==> src/design/mcs_pkg.sv <==
`default_nettype none
package mcs_pkg;

   // Clock and timing
   localparam int unsigned CLOCK_HZ         = 25_000_000;
   localparam int unsigned FAIL_TIMEOUT_NS  = 100_000;
   localparam int unsigned FAIL_TIMEOUT_CYC =
      (FAIL_TIMEOUT_NS * (CLOCK_HZ / 1_000_000)) / 1000;
   localparam int unsigned GUARD_WINDOW     = 4;

   // Register indices (byte address is four times the index)
   localparam logic [5:0] IDX_MAIN_SEL   = 6'h00;
   localparam logic [5:0] IDX_PRESCALER  = 6'h01;
   localparam logic [5:0] IDX_MONITOR    = 6'h02;
   localparam logic [5:0] IDX_IRQ_CTRL   = 6'h03;
   localparam logic [5:0] IDX_IRQ_FLAGS  = 6'h04;
   localparam logic [5:0] IDX_STATUS     = 6'h05;
   localparam logic [5:0] IDX_GUARD      = 6'h08;

   // Field positions
   localparam int unsigned MAIN_CLOCK_PIN_OUTPUT_BIT  = 7;
   localparam int unsigned SEL_LSB     = 0;
   localparam int unsigned PRESCALER_DIVIDE_SELECT_LSB    = 1;
   localparam int unsigned PEN_BIT     = 0;
   localparam int unsigned MSRC_LSB    = 2;
   localparam int unsigned TEST_BIT    = 1;
   localparam int unsigned MON_EN_BIT  = 0;
   localparam int unsigned KIND_BIT    = 7;
   localparam int unsigned IRQ_EN_BIT  = 0;
   localparam int unsigned FLAG_BIT    = 0;
   localparam int unsigned ST_FAIL_BIT = 0;
   localparam int unsigned ST_LOCK_BIT = 1;
   localparam int unsigned ST_PIN_BIT  = 2;

   // Reset values
   localparam logic [7:0] RST_MAIN_SEL  = 8'h00;
   localparam logic [7:0] RST_PRESCALER = 8'h11;
   localparam logic [7:0] RST_MONITOR   = 8'h00;
   localparam logic [7:0] RST_IRQ_CTRL  = 8'h00;
   localparam logic [7:0] RST_IRQ_FLAGS = 8'h00;

   // Main source codes
   localparam logic [3:0] SRC_INT_FAST = 4'h0;
   localparam logic [3:0] SRC_INT_SLOW = 4'h1;
   localparam logic [3:0] SRC_EXT_SLOW = 4'h2;
   localparam logic [3:0] SRC_EXT_FAST = 4'h3;

   // Monitored source codes
   localparam logic [1:0] MON_MAIN     = 2'h0;
   localparam logic [1:0] MON_EXT_FAST = 2'h1;
   localparam logic [1:0] MON_EXT_SLOW = 2'h2;

   // Unlock key, arbitrary value
   localparam logic [7:0] GUARD_KEY = 8'ha5;

   // Bus answers
   localparam logic [1:0] RESP_OKAY   = 2'h0;
   localparam logic [1:0] RESP_SLVERR = 2'h2;

   typedef struct packed {
      logic [1:0] source;
      logic       enable;
      logic       test;
   } mcs_monitor_cfg_type;

endpackage : mcs_pkg
`default_nettype wire

==> src/design/mcs_clock_control.sv <==
// How it works
// - Pin carries main clock when enabled and running
// - Monitored main-clock failure clears pin enable
// - Source field picks one of four oscillators
// - External slow source uses kind bit choice
// - External fast source uses kind bit choice
// - Divide field codes map to fixed ratios
// - Prescaler off passes clock, on divides
// - Monitor source field picks the watched clock
// - Full enable with NMI locks fields until reset
// - Writing test one forces a failure while monitor enable is set
// - Writing test zero removes forced failure
// - Monitor enable bit turns detection on
// - Kind bit routes request regular or NMI
// - Interrupt enable gates the failure request
// - Protected writes need key shortly before
// - Failure sets flag, write one clears
// - Main-clock failure reverts to start-up source
`timescale 1ns/10ps
`default_nettype none
module mcs_clock_control
   import mcs_pkg::*;
(
   // Clock and reset
   input  wire logic        clock,
   input  wire logic        nrst,
   // AXI4-Lite write address and data
   input  wire logic [7:0]  awaddr,
   input  wire logic        awvalid,
   output logic             awready,
   input  wire logic [31:0] wdata,
   input  wire logic [3:0]  wstrb,
   input  wire logic        wvalid,
   output logic             wready,
   // AXI4-Lite write response
   output logic [1:0]       bresp,
   output logic             bvalid,
   input  wire logic        bready,
   // AXI4-Lite read
   input  wire logic [7:0]  araddr,
   input  wire logic        arvalid,
   output logic             arready,
   output logic [31:0]      rdata,
   output logic [1:0]       rresp,
   output logic             rvalid,
   input  wire logic        rready,
   // Clock system
   input  wire logic        mainRunning,
   input  wire logic        slowSourceKind,
   input  wire logic        fastSourceKind,
   input  wire logic [2:0]  oscActivity,
   output logic [3:0]       mainSourceSelect,
   output logic             useSlowExternalClock,
   output logic             useSlowCrystal,
   output logic             useFastExternalClock,
   output logic             useFastCrystal,
   output logic             peripheralClockTick,
   // Clock-out pin
   output logic             mainClockPinOutputEnable,
   // Interrupt requests
   output logic             failureIrq,
   output logic             failureNmi
);

   logic                clockOutOn;
   logic [3:0]          mainSelect;
   logic [3:0]          prescalerDivideSelect;
   logic                prescalerOn;
   logic [1:0]          failureMonitorSource;
   logic                failureMonitorTest;
   logic                failureMonitorOn;
   logic                failureIrqKind;
   logic                failureIrqEnable;
   logic                failureFlag;
   logic                locked;
   logic [2:0]          guardCount;
   logic                runningSync1;
   logic                runningSync2;
   logic                awHeld;
   logic [5:0]          awIndex;
   logic                wHeld;
   logic [7:0]          wByte;
   logic                wLaneOn;
   logic                doWrite;
   logic                guardOpen;
   logic                protWrite;
   logic                mapped;
   logic                failing;
   logic                failEvent;
   logic                mainFail;
   logic                next_locked;
   logic [31:0]         readValue;
   logic                readMapped;
   mcs_monitor_cfg_type monitorCfg;

   function automatic logic isMapped(input logic [5:0] idx);
      isMapped = idx <= IDX_STATUS || idx == IDX_GUARD;
   endfunction : isMapped

   // Write channel: address and data taken in either order
   assign awready = !awHeld && !bvalid;
   assign wready  = !wHeld && !bvalid;

   always_ff @(posedge clock or negedge nrst) begin
      if (!nrst) begin
         awHeld  <= 1'b0;
         awIndex <= 6'h00;
      end else if (awvalid && awready) begin
         awHeld  <= 1'b1;
         awIndex <= awaddr[7:2];
      end else if (doWrite) begin
         awHeld  <= 1'b0;
      end
   end

   always_ff @(posedge clock or negedge nrst) begin
      if (!nrst) begin
         wHeld   <= 1'b0;
         wByte   <= 8'h00;
         wLaneOn <= 1'b0;
      end else if (wvalid && wready) begin
         wHeld   <= 1'b1;
         wByte   <= wdata[7:0];
         wLaneOn <= wstrb[0];
      end else if (doWrite) begin
         wHeld   <= 1'b0;
      end
   end

   assign doWrite   = awHeld && wHeld;
   assign mapped    = isMapped(awIndex);
   assign guardOpen = (guardCount != 3'h0);
   assign protWrite = doWrite && wLaneOn && guardOpen;

   always_ff @(posedge clock or negedge nrst) begin
      if (!nrst) begin
         bvalid <= 1'b0;
         bresp  <= RESP_OKAY;
      end else if (doWrite) begin
         bvalid <= 1'b1;
         bresp  <= mapped ? RESP_OKAY : RESP_SLVERR;
      end else if (bready) begin
         bvalid <= 1'b0;
      end
   end

   // Key opens a short window; the next protected write closes it
   always_ff @(posedge clock or negedge nrst) begin
      if (!nrst) begin
         guardCount <= 3'h0;
      end else if (doWrite && wLaneOn && awIndex == IDX_GUARD && wByte == GUARD_KEY) begin
         guardCount <= 3'(GUARD_WINDOW);
      end else if (protWrite && awIndex <= IDX_IRQ_CTRL) begin
         guardCount <= 3'h0;
      end else if (guardOpen) begin
         guardCount <= guardCount - 3'h1;
      end
   end

   // Main select register
   assign mainFail = failEvent && failureMonitorSource == MON_MAIN;

   always_ff @(posedge clock or negedge nrst) begin
      if (!nrst) begin
         clockOutOn <= RST_MAIN_SEL[MAIN_CLOCK_PIN_OUTPUT_BIT];
      end else if (mainFail) begin
         clockOutOn <= 1'b0;
      end else if (protWrite && awIndex == IDX_MAIN_SEL) begin
         clockOutOn <= wByte[MAIN_CLOCK_PIN_OUTPUT_BIT];
      end
   end

   always_ff @(posedge clock or negedge nrst) begin
      if (!nrst) begin
         mainSelect <= RST_MAIN_SEL[SEL_LSB +: 4];
      end else if (mainFail) begin
         mainSelect <= SRC_INT_FAST;
      end else if (protWrite && awIndex == IDX_MAIN_SEL && wByte[SEL_LSB +: 4] <= SRC_EXT_FAST) begin
         mainSelect <= wByte[SEL_LSB +: 4];
      end
   end

   // Prescaler register; reserved divide codes are not stored
   always_ff @(posedge clock or negedge nrst) begin
      if (!nrst) begin
         prescalerOn           <= RST_PRESCALER[PEN_BIT];
         prescalerDivideSelect <= RST_PRESCALER[PRESCALER_DIVIDE_SELECT_LSB +: 4];
      end else if (protWrite && awIndex == IDX_PRESCALER) begin
         prescalerOn <= wByte[PEN_BIT];
         if (wByte[PRESCALER_DIVIDE_SELECT_LSB +: 4] <= 4'h5 ||
             (wByte[PRESCALER_DIVIDE_SELECT_LSB +: 4] >= 4'h8 && wByte[PRESCALER_DIVIDE_SELECT_LSB +: 4] <= 4'hc)) begin
            prescalerDivideSelect <= wByte[PRESCALER_DIVIDE_SELECT_LSB +: 4];
         end
      end
   end

   // Monitor control; locked fields hold, test bit stays writable
   always_ff @(posedge clock or negedge nrst) begin
      if (!nrst) begin
         failureMonitorSource <= RST_MONITOR[MSRC_LSB +: 2];
         failureMonitorOn     <= RST_MONITOR[MON_EN_BIT];
         failureMonitorTest   <= RST_MONITOR[TEST_BIT];
      end else if (protWrite && awIndex == IDX_MONITOR) begin
         failureMonitorTest <= wByte[TEST_BIT];
         if (!locked) begin
            failureMonitorOn <= wByte[MON_EN_BIT];
            if (wByte[MSRC_LSB +: 2] <= MON_EXT_SLOW) begin
               failureMonitorSource <= wByte[MSRC_LSB +: 2];
            end
         end
      end
   end

   always_ff @(posedge clock or negedge nrst) begin
      if (!nrst) begin
         failureIrqKind   <= RST_IRQ_CTRL[KIND_BIT];
         failureIrqEnable <= RST_IRQ_CTRL[IRQ_EN_BIT];
      end else if (protWrite && awIndex == IDX_IRQ_CTRL && !locked) begin
         failureIrqKind   <= wByte[KIND_BIT];
         failureIrqEnable <= wByte[IRQ_EN_BIT];
      end
   end

   // Lock holds until reset
   assign next_locked = locked ||
                        (failureMonitorOn && failureIrqEnable && failureIrqKind);

   always_ff @(posedge clock or negedge nrst) begin
      if (!nrst) begin
         locked <= 1'b0;
      end else begin
         locked <= next_locked;
      end
   end

   // Flag: a failure in the clearing cycle wins over the clear
   always_ff @(posedge clock or negedge nrst) begin
      if (!nrst) begin
         failureFlag <= RST_IRQ_FLAGS[FLAG_BIT];
      end else if (failEvent) begin
         failureFlag <= 1'b1;
      end else if (doWrite && wLaneOn && awIndex == IDX_IRQ_FLAGS && wByte[FLAG_BIT]) begin
         failureFlag <= 1'b0;
      end
   end

   always_ff @(posedge clock or negedge nrst) begin
      if (!nrst) begin
         failureIrq <= 1'b0;
         failureNmi <= 1'b0;
      end else begin
         failureIrq <= failureFlag && failureIrqEnable && !failureIrqKind;
         failureNmi <= failureFlag && failureIrqEnable && failureIrqKind;
      end
   end

   // Source and pin outputs
   always_ff @(posedge clock or negedge nrst) begin
      if (!nrst) begin
         runningSync1 <= 1'b0;
         runningSync2 <= 1'b0;
      end else begin
         runningSync1 <= mainRunning;
         runningSync2 <= runningSync1;
      end
   end

   always_ff @(posedge clock or negedge nrst) begin
      if (!nrst) begin
         mainSourceSelect         <= RST_MAIN_SEL[SEL_LSB +: 4];
         useSlowExternalClock     <= 1'b0;
         useSlowCrystal           <= 1'b0;
         useFastExternalClock     <= 1'b0;
         useFastCrystal           <= 1'b0;
         mainClockPinOutputEnable <= 1'b0;
      end else begin
         mainSourceSelect         <= mainSelect;
         useSlowExternalClock     <= mainSelect == SRC_EXT_SLOW && slowSourceKind;
         useSlowCrystal           <= mainSelect == SRC_EXT_SLOW && !slowSourceKind;
         useFastExternalClock     <= mainSelect == SRC_EXT_FAST && fastSourceKind;
         useFastCrystal           <= mainSelect == SRC_EXT_FAST && !fastSourceKind;
         mainClockPinOutputEnable <= clockOutOn && runningSync2;
      end
   end

   assign monitorCfg = '{source: failureMonitorSource,
                         enable: failureMonitorOn,
                         test:   failureMonitorTest};

   mcs_fail_monitor monitor (
      .clock       (clock),
      .nrst        (nrst),
      .cfg         (monitorCfg),
      .oscActivity (oscActivity),
      .failing     (failing),
      .failEvent   (failEvent)
   );

   mcs_prescaler prescaler (
      .clock        (clock),
      .nrst         (nrst),
      .prescalerOn  (prescalerOn),
      .divideSelect (prescalerDivideSelect),
      .periphTick   (peripheralClockTick)
   );

   // Read channel
   assign arready    = !rvalid;
   assign readMapped = isMapped(araddr[7:2]);

   always_comb begin
      readValue = 32'h0000_0000;
      unique case (araddr[7:2])
         IDX_MAIN_SEL:  readValue[7:0] = {clockOutOn, 3'h0, mainSelect};
         IDX_PRESCALER: readValue[7:0] = {3'h0, prescalerDivideSelect, prescalerOn};
         IDX_MONITOR:   readValue[7:0] = {4'h0, failureMonitorSource,
                                          failureMonitorTest, failureMonitorOn};
         IDX_IRQ_CTRL:  readValue[7:0] = {failureIrqKind, 6'h00, failureIrqEnable};
         IDX_IRQ_FLAGS: readValue[7:0] = {7'h00, failureFlag};
         IDX_STATUS:    readValue[7:0] = {5'h00, mainClockPinOutputEnable, locked, failing};
         default:       readValue = 32'h0000_0000;
      endcase
   end

   always_ff @(posedge clock or negedge nrst) begin
      if (!nrst) begin
         rvalid <= 1'b0;
         rdata  <= 32'h0000_0000;
         rresp  <= RESP_OKAY;
      end else if (arvalid && arready) begin
         rvalid <= 1'b1;
         rdata  <= readValue;
         rresp  <= readMapped ? RESP_OKAY : RESP_SLVERR;
      end else if (rready) begin
         rvalid <= 1'b0;
      end
   end

endmodule : mcs_clock_control
`default_nettype wire

==> src/design/mcs_fail_monitor.sv <==
`timescale 1ns/10ps
`default_nettype none
module mcs_fail_monitor
   import mcs_pkg::*;
(
   // Clock and reset
   input  wire logic                clock,
   input  wire logic                nrst,
   // Setting
   input  wire mcs_monitor_cfg_type cfg,
   // Activity toggles: main, external fast, external slow
   input  wire logic [2:0]          oscActivity,
   // Result
   output logic                     failing,
   output logic                     failEvent
);

   logic [2:0]  syncA;
   logic [2:0]  syncB;
   logic [2:0]  syncC;
   logic [2:0]  seen;
   logic [11:0] idle;
   logic        timedOut;
   logic        condition;

   always_ff @(posedge clock or negedge nrst) begin
      if (!nrst) begin
         syncA <= 3'h0;
         syncB <= 3'h0;
         syncC <= 3'h0;
      end else begin
         syncA <= oscActivity;
         syncB <= syncA;
         syncC <= syncB;
      end
   end

   assign seen = syncB ^ syncC;

   // Idle time of the monitored source
   always_ff @(posedge clock or negedge nrst) begin
      if (!nrst) begin
         idle <= 12'h000;
      end else if (!cfg.enable || seen[cfg.source] || cfg.source == 2'h3) begin
         idle <= 12'h000;
      end else if (!timedOut) begin
         idle <= idle + 12'h001;
      end
   end

   assign timedOut  = (idle >= 12'(FAIL_TIMEOUT_CYC));
   assign condition = cfg.enable && (timedOut || cfg.test);

   always_ff @(posedge clock or negedge nrst) begin
      if (!nrst) begin
         failing   <= 1'b0;
         failEvent <= 1'b0;
      end else begin
         failing   <= condition;
         failEvent <= condition && !failing;
      end
   end

endmodule : mcs_fail_monitor
`default_nettype wire

==> src/design/mcs_prescaler.sv <==
`timescale 1ns/10ps
`default_nettype none
module mcs_prescaler
   import mcs_pkg::*;
(
   // Clock and reset
   input  wire logic       clock,
   input  wire logic       nrst,
   // Setting
   input  wire logic       prescalerOn,
   input  wire logic [3:0] divideSelect,
   // Peripheral clock enable
   output logic            periphTick
);

   function automatic logic [6:0] ratioOf(input logic [3:0] code);
      unique case (code)
         4'h0:    ratioOf = 7'd2;
         4'h1:    ratioOf = 7'd4;
         4'h2:    ratioOf = 7'd8;
         4'h3:    ratioOf = 7'd16;
         4'h4:    ratioOf = 7'd32;
         4'h5:    ratioOf = 7'd64;
         4'h8:    ratioOf = 7'd6;
         4'h9:    ratioOf = 7'd10;
         4'ha:    ratioOf = 7'd12;
         4'hb:    ratioOf = 7'd24;
         default: ratioOf = 7'd48;
      endcase
   endfunction : ratioOf

   logic [6:0] count;
   logic       wrap;

   assign wrap = (count >= ratioOf(divideSelect) - 7'd1);

   always_ff @(posedge clock or negedge nrst) begin
      if (!nrst) begin
         count <= 7'd0;
      end else if (!prescalerOn || wrap) begin
         count <= 7'd0;
      end else begin
         count <= count + 7'd1;
      end
   end

   // Undivided when off, one tick per ratio when on
   always_ff @(posedge clock or negedge nrst) begin
      if (!nrst) begin
         periphTick <= 1'b0;
      end else begin
         periphTick <= !prescalerOn || wrap;
      end
   end

endmodule : mcs_prescaler
`default_nettype wire

==> config.mk <==
export PLATFORM = sky130hd
export DESIGN_NAME = mcs_clock_control
export DESIGN_NICKNAME = d
export VERILOG_FILES = /design/src/design/mcs_pkg.sv /design/src/design/mcs_clock_control.sv /design/src/design/mcs_fail_monitor.sv /design/src/design/mcs_prescaler.sv
export SDC_FILE = /design/constraint.sdc
export NUM_CORES = 1
export LEC_CHECK = 0
export ABC_AREA = 1
export BUFFER_PORTS_ARGS = -buffer_cell sky130_fd_sc_hd__buf_2
export CORE_AREA = 4 4 99 148
export CTS_CLUSTER_DIAMETER = 100
export CTS_CLUSTER_SIZE = 40
export DETAILED_ROUTE_END_ITERATION = 8
export DIE_AREA = 0 0 103 152
export SLEW_MARGIN = 25
export SYNTH_ARGS = -nofsm -noshare
export SYNTH_HDL_FRONTEND = slang
export SYNTH_HIERARCHICAL = 1
export SYNTH_SLANG_ARGS = --single-unit
==> constraint.sdc <==
create_clock -name clock -period 2.5 [get_ports clock]
set_clock_uncertainty 0.1 [all_clocks]
set_input_delay 0.125 -clock clock [delete_from_list [all_inputs] [get_ports clock]]
set_output_delay 0.125 -clock clock [all_outputs]
set_load 0.02 [all_outputs]
Word-level counts from Yosys, hierarchy flattened:

Memory sizes are Yosys's and may differ from the RTL's.
Cells that the tools add are included.
Widths: inputs -> output; s select.

* register bits: 96
* bits in read-only memories: 96
* input bits: 65
* output and inout port bits: 53
* logic and storage cells: 165
* memories kept: 1

* add/subtract/negate cells: 4
* order comparisons: 11
* equal/unequal tests: 16
* muxes and demuxes: 24
* bitwise logic cells: 2
* reduce and logical (&&, ||, !) cells: 67

Memories
* (no name shown): depth 16, width 6, read ports 1, clocked after memory_dff 0, wr ports 0, RTL line mcs_prescaler.sv:17 `unique case (code)`

Operator list (number)
* $pmux 8 s6: 1
* $logic_and 1x1->1: 33
* $eq 6x2->1 const B: 4
* $mux 12: 2
* $eq 6x3->1 const B: 3
* $reduce_bool 2->1: 7
* $add 12x1->12 const B: 1
* $eq 6x1->1 const B: 2
* $eq 6x4->1 const B: 2
* $ge 12x12->1 const B: 1
* $le 6x3->1 const B: 2
* $logic_not 6->1: 2
* $mux 1: 12
* $logic_not 1->1: 11
* $mux 3: 3
* $eq 4x2->1 const B: 2
* $eq 8x8->1 const B: 1
* $logic_or 1x1->1: 8
* $mux 4: 2
* $add 7x1->7 const B: 1
* $ge 7x7->1: 1
* $mux 7: 1
* $sub 7x1->7 const B: 1
* $le 6x2->1 const B: 1
* other kinds (17): 20

Depth between registers and ports, before layout:

Gate-level depths: netlist of the first run.

* depth in word-level cells: 7
* depth in mapped cells: 12
* depth with buffers taken out: 12

By module:

Netlist of the first run, hierarchy kept.

Modules (own cells, without submodules)
* mcs_clock_control: instances 1, cells an instance 326, area an instance 2890.3 um^2, seq. area each 1529.0 um^2
* mcs_fail_monitor: instances 1, cells an instance 142, area an instance 1151.1 um^2, seq. area each 575.6 um^2
* mcs_prescaler: instances 1, cells an instance 78, area an instance 575.6 um^2, seq. area each 200.2 um^2

Worst setup path before layout of the first run:

No wires, ideal clock.

* path type: flip-flop to flip-flop
* from: reg prescalerDivideSelect[3]
* to: reg prescaler.count[0]
* setup time: 0.122 ns
* arrival: 1.480 ns
* data required time: 2.278 ns
* setup slack: 0.798 ns
* stages on the path, launching flop included: 12
* path buffers: 0
* clock period less this slack: 1.702 ns
* cells stage by stage: dfstp_2 -> nand3_1 -> o21ai_1 -> inv_1 -> nand2_1 -> nand2_1 -> ha_1 -> nand2_1 -> nor2_1 -> nand2_1 -> nand2_2 -> nor2_1

* word-level cells in the longest chain between the ends: 5

Ends and longest elaborated chain
* start, declared: RTL line mcs_clock_control.sv:67 `logic [3:0] prescalerDivideSelect;`
* start signal, assigned: RTL line mcs_clock_control.sv:187 `prescalerDivideSelect <= RST_PRESCALER[PRESCALER_DIVIDE_SELECT_LSB +: 4];`
* start signal, assigned: RTL line mcs_clock_control.sv:192 `prescalerDivideSelect <= wByte[PRESCALER_DIVIDE_SELECT_LSB +: 4];`
* $mem_v2 16x6
* $sub 7x1->7: RTL line mcs_prescaler.sv:35 `assign wrap = (count >= ratioOf(divideSelect) - 7'd1);`
* $ge 7x7->1: RTL line mcs_prescaler.sv:35
* $logic_or 1x1->1: RTL line mcs_prescaler.sv:40 `end else if (!prescalerOn || wrap) begin`
* $mux 7: RTL line mcs_prescaler.sv:40
* end signal, assigned: RTL line mcs_prescaler.sv:43 `count <= count + 7'd1;`
* end, declared: RTL line mcs_prescaler.sv:32 `logic [6:0] count;`

No other way between the ends.
A chain may end at the register's enable or synchronous reset.

Worst setup path after layout of the first run:

* from: reg prescalerDivideSelect[3]
* to: reg prescaler.count[6]

Same word-level chain as after synthesis.

==> results.md, run 1 <==
Critical path:
- Counting cells, the worst reg-to-reg path comes to 10.
- The kind of critical path is reg -> reg.
- Of all nets on the critical path, the largest fanout is 8.
- The worst setup path is launched from a flip-flop.
- The critical-path cell with the highest stage delay is dfstp_2.
- The reg-to-reg critical path endpoint is prescaler/count[6].
- The data arrival at the endpoint of the critical path is 2.06 ns.
- The worst register-to-register path begins at prescalerDivideSelect[3].
- STA puts the critical path data required time at 2.67 ns.
- Among cell families on the critical path, the largest total delay comes from flip-flops.
- Setup slack on the worst reg-to-reg path comes out at 0.61 ns.
- In this design, the stage delay of the slowest critical-path cell is 0.58 ns.
- The nature of the critical path endpoint is a flip-flop.
- The cell that appears most often on the critical path is nand2_1.
- Counting both buffers and inverters, the worst setup path holds a total of 1.
- The signal on the critical path passes through nand3_1, o21ai_1, o21ai_0, inv_1, ha_1, a21oi_1, nand2_1, nand2_1, nand2_2, nor2_1.

Route:
- The average detailed-routed wire length per instance is 12.0 µm.
- In the routed layout, each cell is associated on average with a via count of 4.54.
- The detail route stage leaves a number of antenna-violating nets equal to 0.
- The first-pass iteration count of the detailed router is 4.
- After detailed routing, the total wire length is about 9.7 mm.
- The DRC marker count from the first detailed-route iteration is 139.
- For this run, design rule violations remaining after detail routing come to 0.
- The via count of the routed design is 3648.

Cells and area:
- The number of inserted filler cells in the final layout is 1327.
- The library cells used most frequently in the layout, excluding fill and tap cells, are 112 x nand2_1, 90 x dfrtp_1, 75 x nor2_1.
- The area used by multi-input combinational logic is 1910 µm².
- The post-route netlist has 17.9% of its cells at a drive strength greater than 1.
- The library cell used most frequently in the layout, excluding fill and tap cells, is nand2_1.
- 0 antenna diodes ended up in the layout.
- The layout overhead on the synthesized area is 20.2%.
- After the last flow step, the layout net total stands at 713.
- Measured on the finished design, the core utilization comes to 41.4%.
- In the final layout, flip-flops and latches occupy 2300 µm².

Synth:
- The async set-or-reset flop fraction in the synthesized netlist is 100%.
- In this run, synthesis produced a sequential element count of 92.
- The count of warnings emitted by yosys is 6.
- The number of enable flip-flop cells after synthesis is 0.
- The area share of the leading cell type in the synthesized netlist is 48.8%.
- After synthesis, the netlist uses 34 different library cells.
- The share of synthesized area occupied by flip-flops and latches is around 50%.
- The top cell type by total area after synthesis is dfrtp_1.
- The post-synthesis instance area is ~4600 µm².
- Each instance of the synthesized netlist takes up on average 8.46 µm².
- In the post-synthesis netlist, the biggest area contributors are dfrtp_1 49%, nand2_1 9.1%, nor2_1 6.1%.
- Among all flip-flop cells after synthesis, the most frequent one is dfrtp_1.
- After technology mapping, the gate count stands at about 550.

Power and ir drop:
- The power density over the cells is about 800 nW/µm².
- In this run the static leakage power is 2.77 nW.
- The clock network is responsible for 31.2% of the overall power.
- The register share of total power is 44.3%.
- The worst-case IR drop observed on VDD is 0.000423 V.
- The total chip power is 4.46 mW.
- In this run the power spent charging and discharging nets is 1.48 mW.
- The switching portion of total power is 33.3%.
- In this run, the combinational gates consume 24.6% of the power.
- The cell-internal power is 2.97 mW.

Floorplanning:
- The die is roughly 100 µm wide.
- The placeable core region is around 13000 µm².
- The initial cell density of the core is around 34%.
- Row generation in the floorplan step produced between 50 and 60 rows.
- From bottom edge to top edge, the die measures 152 µm.
- The floorplan step defined a die boundary enclosing 15700 µm².
- The number of top-level pins is roughly 120.

STA:
- The accumulated negative setup slack is 0 ns.
- The hold violation total from the final report is 0.
- The final count of pins violating max slew was 0.
- Setup violations remaining at the end of the flow were counted as 0.
- The worst slew slack as a fraction of its limit is 45.0%.
- The final cycle utilization of the critical path is 75.7%.
- The worst hold slack is 0.0355 ns.
- Setup repair after global routing left no endpoint under its margin.
- Derived from the worst setup path, the maximum achievable clock frequency is 0.528 GHz.
- Counting I/O delays and the setup requirement, the final critical path takes around 1.9 ns.
- For the pin with the worst max-slew slack, the measured transition is 0.825 ns.

Min path:
- The hold-critical path depth is 3.
- The path class of the lowest-slack min-delay path is in -> reg.
- For hold timing, the worst endpoint is rresp[1].
- The startpoint identified for the worst hold timing path is araddr[5].

Clock network:
- The worst-skew pair later-pin latency is 0.34 ns.
- The clock passes through at most 2 buffers.
- For this design, the sink count on the clock tree is 92.
- TritonCTS built the clock tree.
- The number of buffers inserted by post-CTS setup repair is 0.
- The H-tree was split into 3 levels.
- The post-CTS clock slew at the launch and capture registers of the worst setup and hold paths is 0.07 ns.
- The number of buffers inserted during clock tree synthesis is 9.
- The tree is rooted in a clkbuf_16.

GRT:
- In the global route stage, met2 resource usage came out at 23.8%.
- The via count of the first global-routing pass came to 3636.
- The number of antenna violations at the first check in global routing is 0.
- The overall track demand over capacity in global routing is 13.1%.
- The largest net degree at the start of global routing is 67.
- The global-route met3 utilization is under 10%.
- The leftover overflow at the end of global routing is 0.
- The first global-routing pass estimated about 17 mm of wire.
- met2 is the most crowded layer.
- Global routing consumed, on the met1 layer, 15.1% of the routing resources.

Status:
- The flow ran to the end, and the final reports show no timing, DRC or antenna violations.

Run:
- The number of max-cap violations is 0.

Place:
- The HPWL after detailed placement is 7.40 mm.
- The placer's final routability congestion estimate is about 0.83.
- In this run the tool buffered the top-level ports with 58 buffer cells.
area by class of cell:
type                       instances  share of cell area [%]
sequential                        92                    41.5
multi-input combinational        379                    34.5
clock inverter                     5                    1.08
clock buffer                      11                    4.56
timing repair buffer              84                    9.88
tap                              162                    3.65
inverter                          71                    4.80
worst max-delay path by stage:
stage                                   from            endpoint  slack [ns]  cells after the start
global route        prescalerDivideSelect[3]  prescaler/count[0]        0.44                     10
detailed placement  prescalerDivideSelect[3]  prescaler/count[2]        0.61                     10
global placement    prescalerDivideSelect[3]  prescaler/count[6]        0.67                     10
CTS                 prescalerDivideSelect[3]  prescaler/count[2]        0.60                     10
finish              prescalerDivideSelect[3]  prescaler/count[6]        0.61                     10
floorplan           prescalerDivideSelect[3]  prescaler/count[0]        0.80                     11
flip-flops by register name, summed over array words and instances (netlist names), 2 cells and up:
register	count
guardCount	3
monitor/syncA	3
wByte	8
prescaler/count	7
monitor/syncC	3
failureMonitorSource	2
mainSelect	4
prescalerDivideSelect	4
mainSourceSelect	4
rdata	6
monitor/idle	12
monitor/syncB	3
awIndex	6
metal layers:
layer	share of wire, %	routed length (µm)	up-vias
li1	-	-	1855
met2	54	5220	72
met1	40	3880	1707
met3	3.7	361	14
met5	0	0	-
met4	2.1	204	0
power groups by stage:
stage          registers (mW)  logic [mW]  clock network (mW)
6_report                 1.97        1.09                1.39
5_1_grt                  2.01        1.25                1.50
4_1_cts                  1.98        1.11                1.43
3_5_place_dp             2.00        1.08                   0
3_3_place_gp             1.98        1.04                   0
2_1_floorplan            1.98       0.794                   0
synth_stat cells, drive strengths merged (3+ instances only):
cell    instances
ha             11
nor2           86
o21ai          28
a21oi          20
nor3            4
nand4          10
mux2            7
nand3          47
nand3b          4
xnor2           3
buf            31
dfrtp          90
nand2         121
o31ai           3
inv            70
logic make-up (layout without fill, tap and decap cells):
group,after synthesis,count (layout),synth area share [%]
compound gates,54,54,6.67
xor+xnor,5,5,0.949
fa+ha+maj,11,11,2.98
buf+inv,102,171,10.8
flops,92,92,49.9
mux,7,7,1.71
other cells,2,29,0.163
simple gates,273,273,26.8
worst register-to-register path, stage by stage (launching register included):
cell     delay (ns)
dfstp_2        0.58
nand3_1        0.11
o21ai_1        0.14
o21ai_0        0.12
inv_1          0.07
ha_1           0.23
a21oi_1        0.12
nand2_1        0.06
nand2_1        0.06
nand2_2        0.11
nor2_1         0.12
stage by stage:
stage | instance area, µm² | std cells | worst slack, ns
floorplan | 4720 | 573 | 0.798
global placement | 4990 | 764 | 0.674
detailed placement | 4990 | 764 | 0.606
CTS | 5550 | 804 | 0.599
global route | 5550 | 804 | 0.442
finish | 5550 | 804 | 0.608
timing repair:
| item | CTS | global route |
|---|---|---|
| resized for setup | 0 | 0 |
| hold buffers | 24 | 0 |
| endpoints found under the hold margin | 87 | 0 |
No activity file was read; power rests on OpenSTA's default activity.
==> run 2: changes to the inputs <==
Clock period 2.5 ns to 1.6 ns, I/O delays scaled along.
==> run 2 against run 1 <==
Compared with the run above:
- the run now ends with setup timing left
- first-iteration DRC count up 6.5%
- critical path type unchanged
- critical path depth up 1
- total power up 72%
- combinational power up 81%
- worst setup slack worse by 0.75 ns
- worst hold slack worse by 0.020 ns
- register-to-register slack worse by 0.75 ns
==> results.md, run 2 (synthesized netlist as in run 1, its figures left out) <==
Status:
- The flow ran to the end, but the final reports show violations.
- The checks that failed: setup timing.

Route:
- The number of remaining DRC errors is 0.
- The total wire length is 9.98 mm.
- Across all layers, the routed design uses 3747 vias.
- The remaining antenna violation count is 0.
- The first-pass iteration count of the detailed router is 6.
- The DRC marker count from the first detailed-route iteration is 148.
- The mean number of vias per cell is around 4.5.
- After detailed routing, the average wire length per cell comes to 12.1 µm.

Clock network:
- The worst-skew pair later-pin latency is between 0.3 and 0.4 ns.
- The number of clock buffers added by TritonCTS is 9.
- CTS built an H-tree with a depth of 3.
- After clock tree synthesis, the clock-pin slew on the worst setup and hold paths is 0.07 ns.
- The count of clock tree sinks is 92.
- In this run the deepest clock path goes through 2 buffers.
- TritonCTS built the clock tree.
- In this run the clock root is driven by a clkbuf_16.

Floorplanning:
- The number of placement rows is 52.
- The initial cell density of the core is between 30% and 40%.
- The die outline area is 15700 µm².
- The total area inside the core boundary comes to 13400 µm².
- For this design the top-level I/O count stands at roughly 120.
- The die is 152 µm tall.
- The die span in x is 103 µm.

Cells and area:
- The number of nets at the end of the flow is 733.
- The largest registers in the layout are monitor/idle: 12 flops, wByte: 8 flops, prescaler/count: 7 flops.
- The layout overhead on the synthesized area is 26.9%.
- The register with the most flip-flops is monitor/idle.
- The register with the most flip-flops in the layout has 12 of them.
- The final cell count without fillers is a little over 800.
- The library cell used most frequently in the layout, excluding fill and tap cells, is nand2_1.
- Cells with a size suffix above 1 make up between 20% and 30% of the layout.
- The library cells used most frequently in the layout, excluding fill and tap cells, are 110 x nand2_1, 89 x dfrtp_1, 69 x nor2_1.
- The repair_antennas step left the layout with diodes totalling 0.
- The finished cells cover 5860 µm².
- The share of the core filled with cells in the final layout is 43.7%.

STA:
- The final count of pins violating max slew is 0.
- The final critical-path required period is 1.75 ns.
- Setup violations remaining at the end of the flow were counted as 8.
- The smallest setup slack after layout is -0.146 ns.
- The hold violation total from the final report is 0.
- Setup repair after global routing could not meet its margin everywhere.
- The worst path uses 109% of the clock period.
- Static timing analysis puts the maximum clock frequency at 0.573 GHz.

Critical path:
- The critical path goes through nand3_2, o21ai_2, inv_1, nand2_1, nand2_1, ha_1, nand2_1, nor2_2, nand2_2, nand2_4, nor2_1.
- The critical path is of the reg -> reg type.
- The maximum fanout count along the critical path is 8.
- The nature of the critical path endpoint is a flip-flop.
- The count of cells along the worst register-to-register path is 11.
- The delay contributed by the slowest stage of the critical path is 0.57 ns.
- The startpoint kind of the worst setup timing path is a flip-flop.
- Data on the critical path is required at its endpoint by 1.72 ns.
- Among the stages of the critical path, the cell type that occurs most often is nand2_1.
- Among all stages on the critical path, the largest delay is contributed by dfstp_2.
- STA puts the critical path data arrival time at between 1.5 and 2 ns.

Place:
- Before CTS, the worst setup slack after placement is -0.158 ns.
- The placer's final routability congestion estimate is about 0.83.
- The number of placed cells counting well taps is 780.
- The HPWL after detailed placement is 7.62 mm.
- Buffers placed on the I/O ports in this run total 58.
- The cell area after placement is between 5000 and 6000 µm².

GRT:
- The overall track demand over capacity in global routing is 13.3%.
- Entering global routing, the biggest net connects between 50 and 60 pins.
- The number of antenna violations at the first check in global routing is 0.
- The wire length of the first global-routing pass is 16.8 mm.
- The via count of the first global-routing pass was 3736.
- Global routing finished with a remaining overflow of 0.

Run:
- Max-cap violations in this run came to 0.

Power and ir drop:
- Dividing total power by cell area gives a power density of 1310 nW/µm².
- The worst-case IR drop observed on VDD is 0.00105 V.
- The analysis attributes to cell leakage a power of between 2 and 3 nW.

Min path:
- The tightest min-delay check is of the in -> async type.
==> run 2: cell count changes in the layout (fill, tap and decap cells not counted), moves of 3 or more <==
cell,change
nor2_1,-6
buf_4,+14
inv_1,-3
nor2_2,+6
buf_12,+3
inv_2,+3
bufinv_16,+3
==> run 2: layout make-up <==
class / count / area [µm²]
well taps: 162 / 203
repair buffers: 104 / 744
clock buffers: 10 / 239
inverters: 71 / 267
fillers: 1309 / 7550
multi-input cells: 379 / 1960
flip-flops and latches: 92 / 2310
clock inverters: 6 / 135
==> run 2: timing repair <==
action / in CTS / in global routing
buffers inserted: 1 / 1
endpoints found under the setup margin: 10 / 19
endpoints found under the hold margin: 116 / 0
pin swaps: 1 / 4
gates resized for setup: 0 / 18
hold buffers: 26 / 0
==> run 2: per-layer routing <==
layer	wire (µm)	share of wire [%]	up-vias	global-route usage (%)
met1	4050	41	1755	15.3
met2	5260	53	76	23.0
met5	0	0	-	0
li1	-	-	1899	-
met3	428	4.3	17	3.07
met4	243	2.4	0	5.49
==> run 2: report_power, final <==
group          switching, mW  internal (mW)
combinational           1.19          0.781
sequential             0.350           2.74
clock                  0.892           1.73
total                   2.43           5.25
==> run 2: worst max-delay path, delay by kind of cell (launching register included) <==
kind            cells  cell delay [ns]
simple gates        8             0.58
buf+inv             1             0.05
flops               1             0.57
compound gates      1             0.08
fa+ha+maj           1             0.27
==> run 2: final timing paths <==
kind                                     startpoint            endpoint  slack, ns
max                        prescalerDivideSelect[3]  prescaler/count[0]      -0.15
min                                            nrst     monitor/idle[5]       0.02
max reg2reg                prescalerDivideSelect[3]  prescaler/count[0]      -0.15
min reg2reg                        monitor/syncA[1]    monitor/syncB[1]       0.25
max in group asynchronous                      nrst         prescalerOn       0.84
min in group clock                          arvalid              rvalid       0.05
==> run 2: through the flow <==
step / total power, mW / hold slack, ns / TNS (ns)
floorplan: 4.35 / -0.316 / -0.361
global placement: 4.89 / -0.167 / -0.816
detailed placement: 4.97 / -0.168 / -1.16
CTS: 7.68 / 0.0129 / -1.27
global route: 8.14 / 0.0302 / -2.17
finish: 7.67 / 0.0157 / -1.07
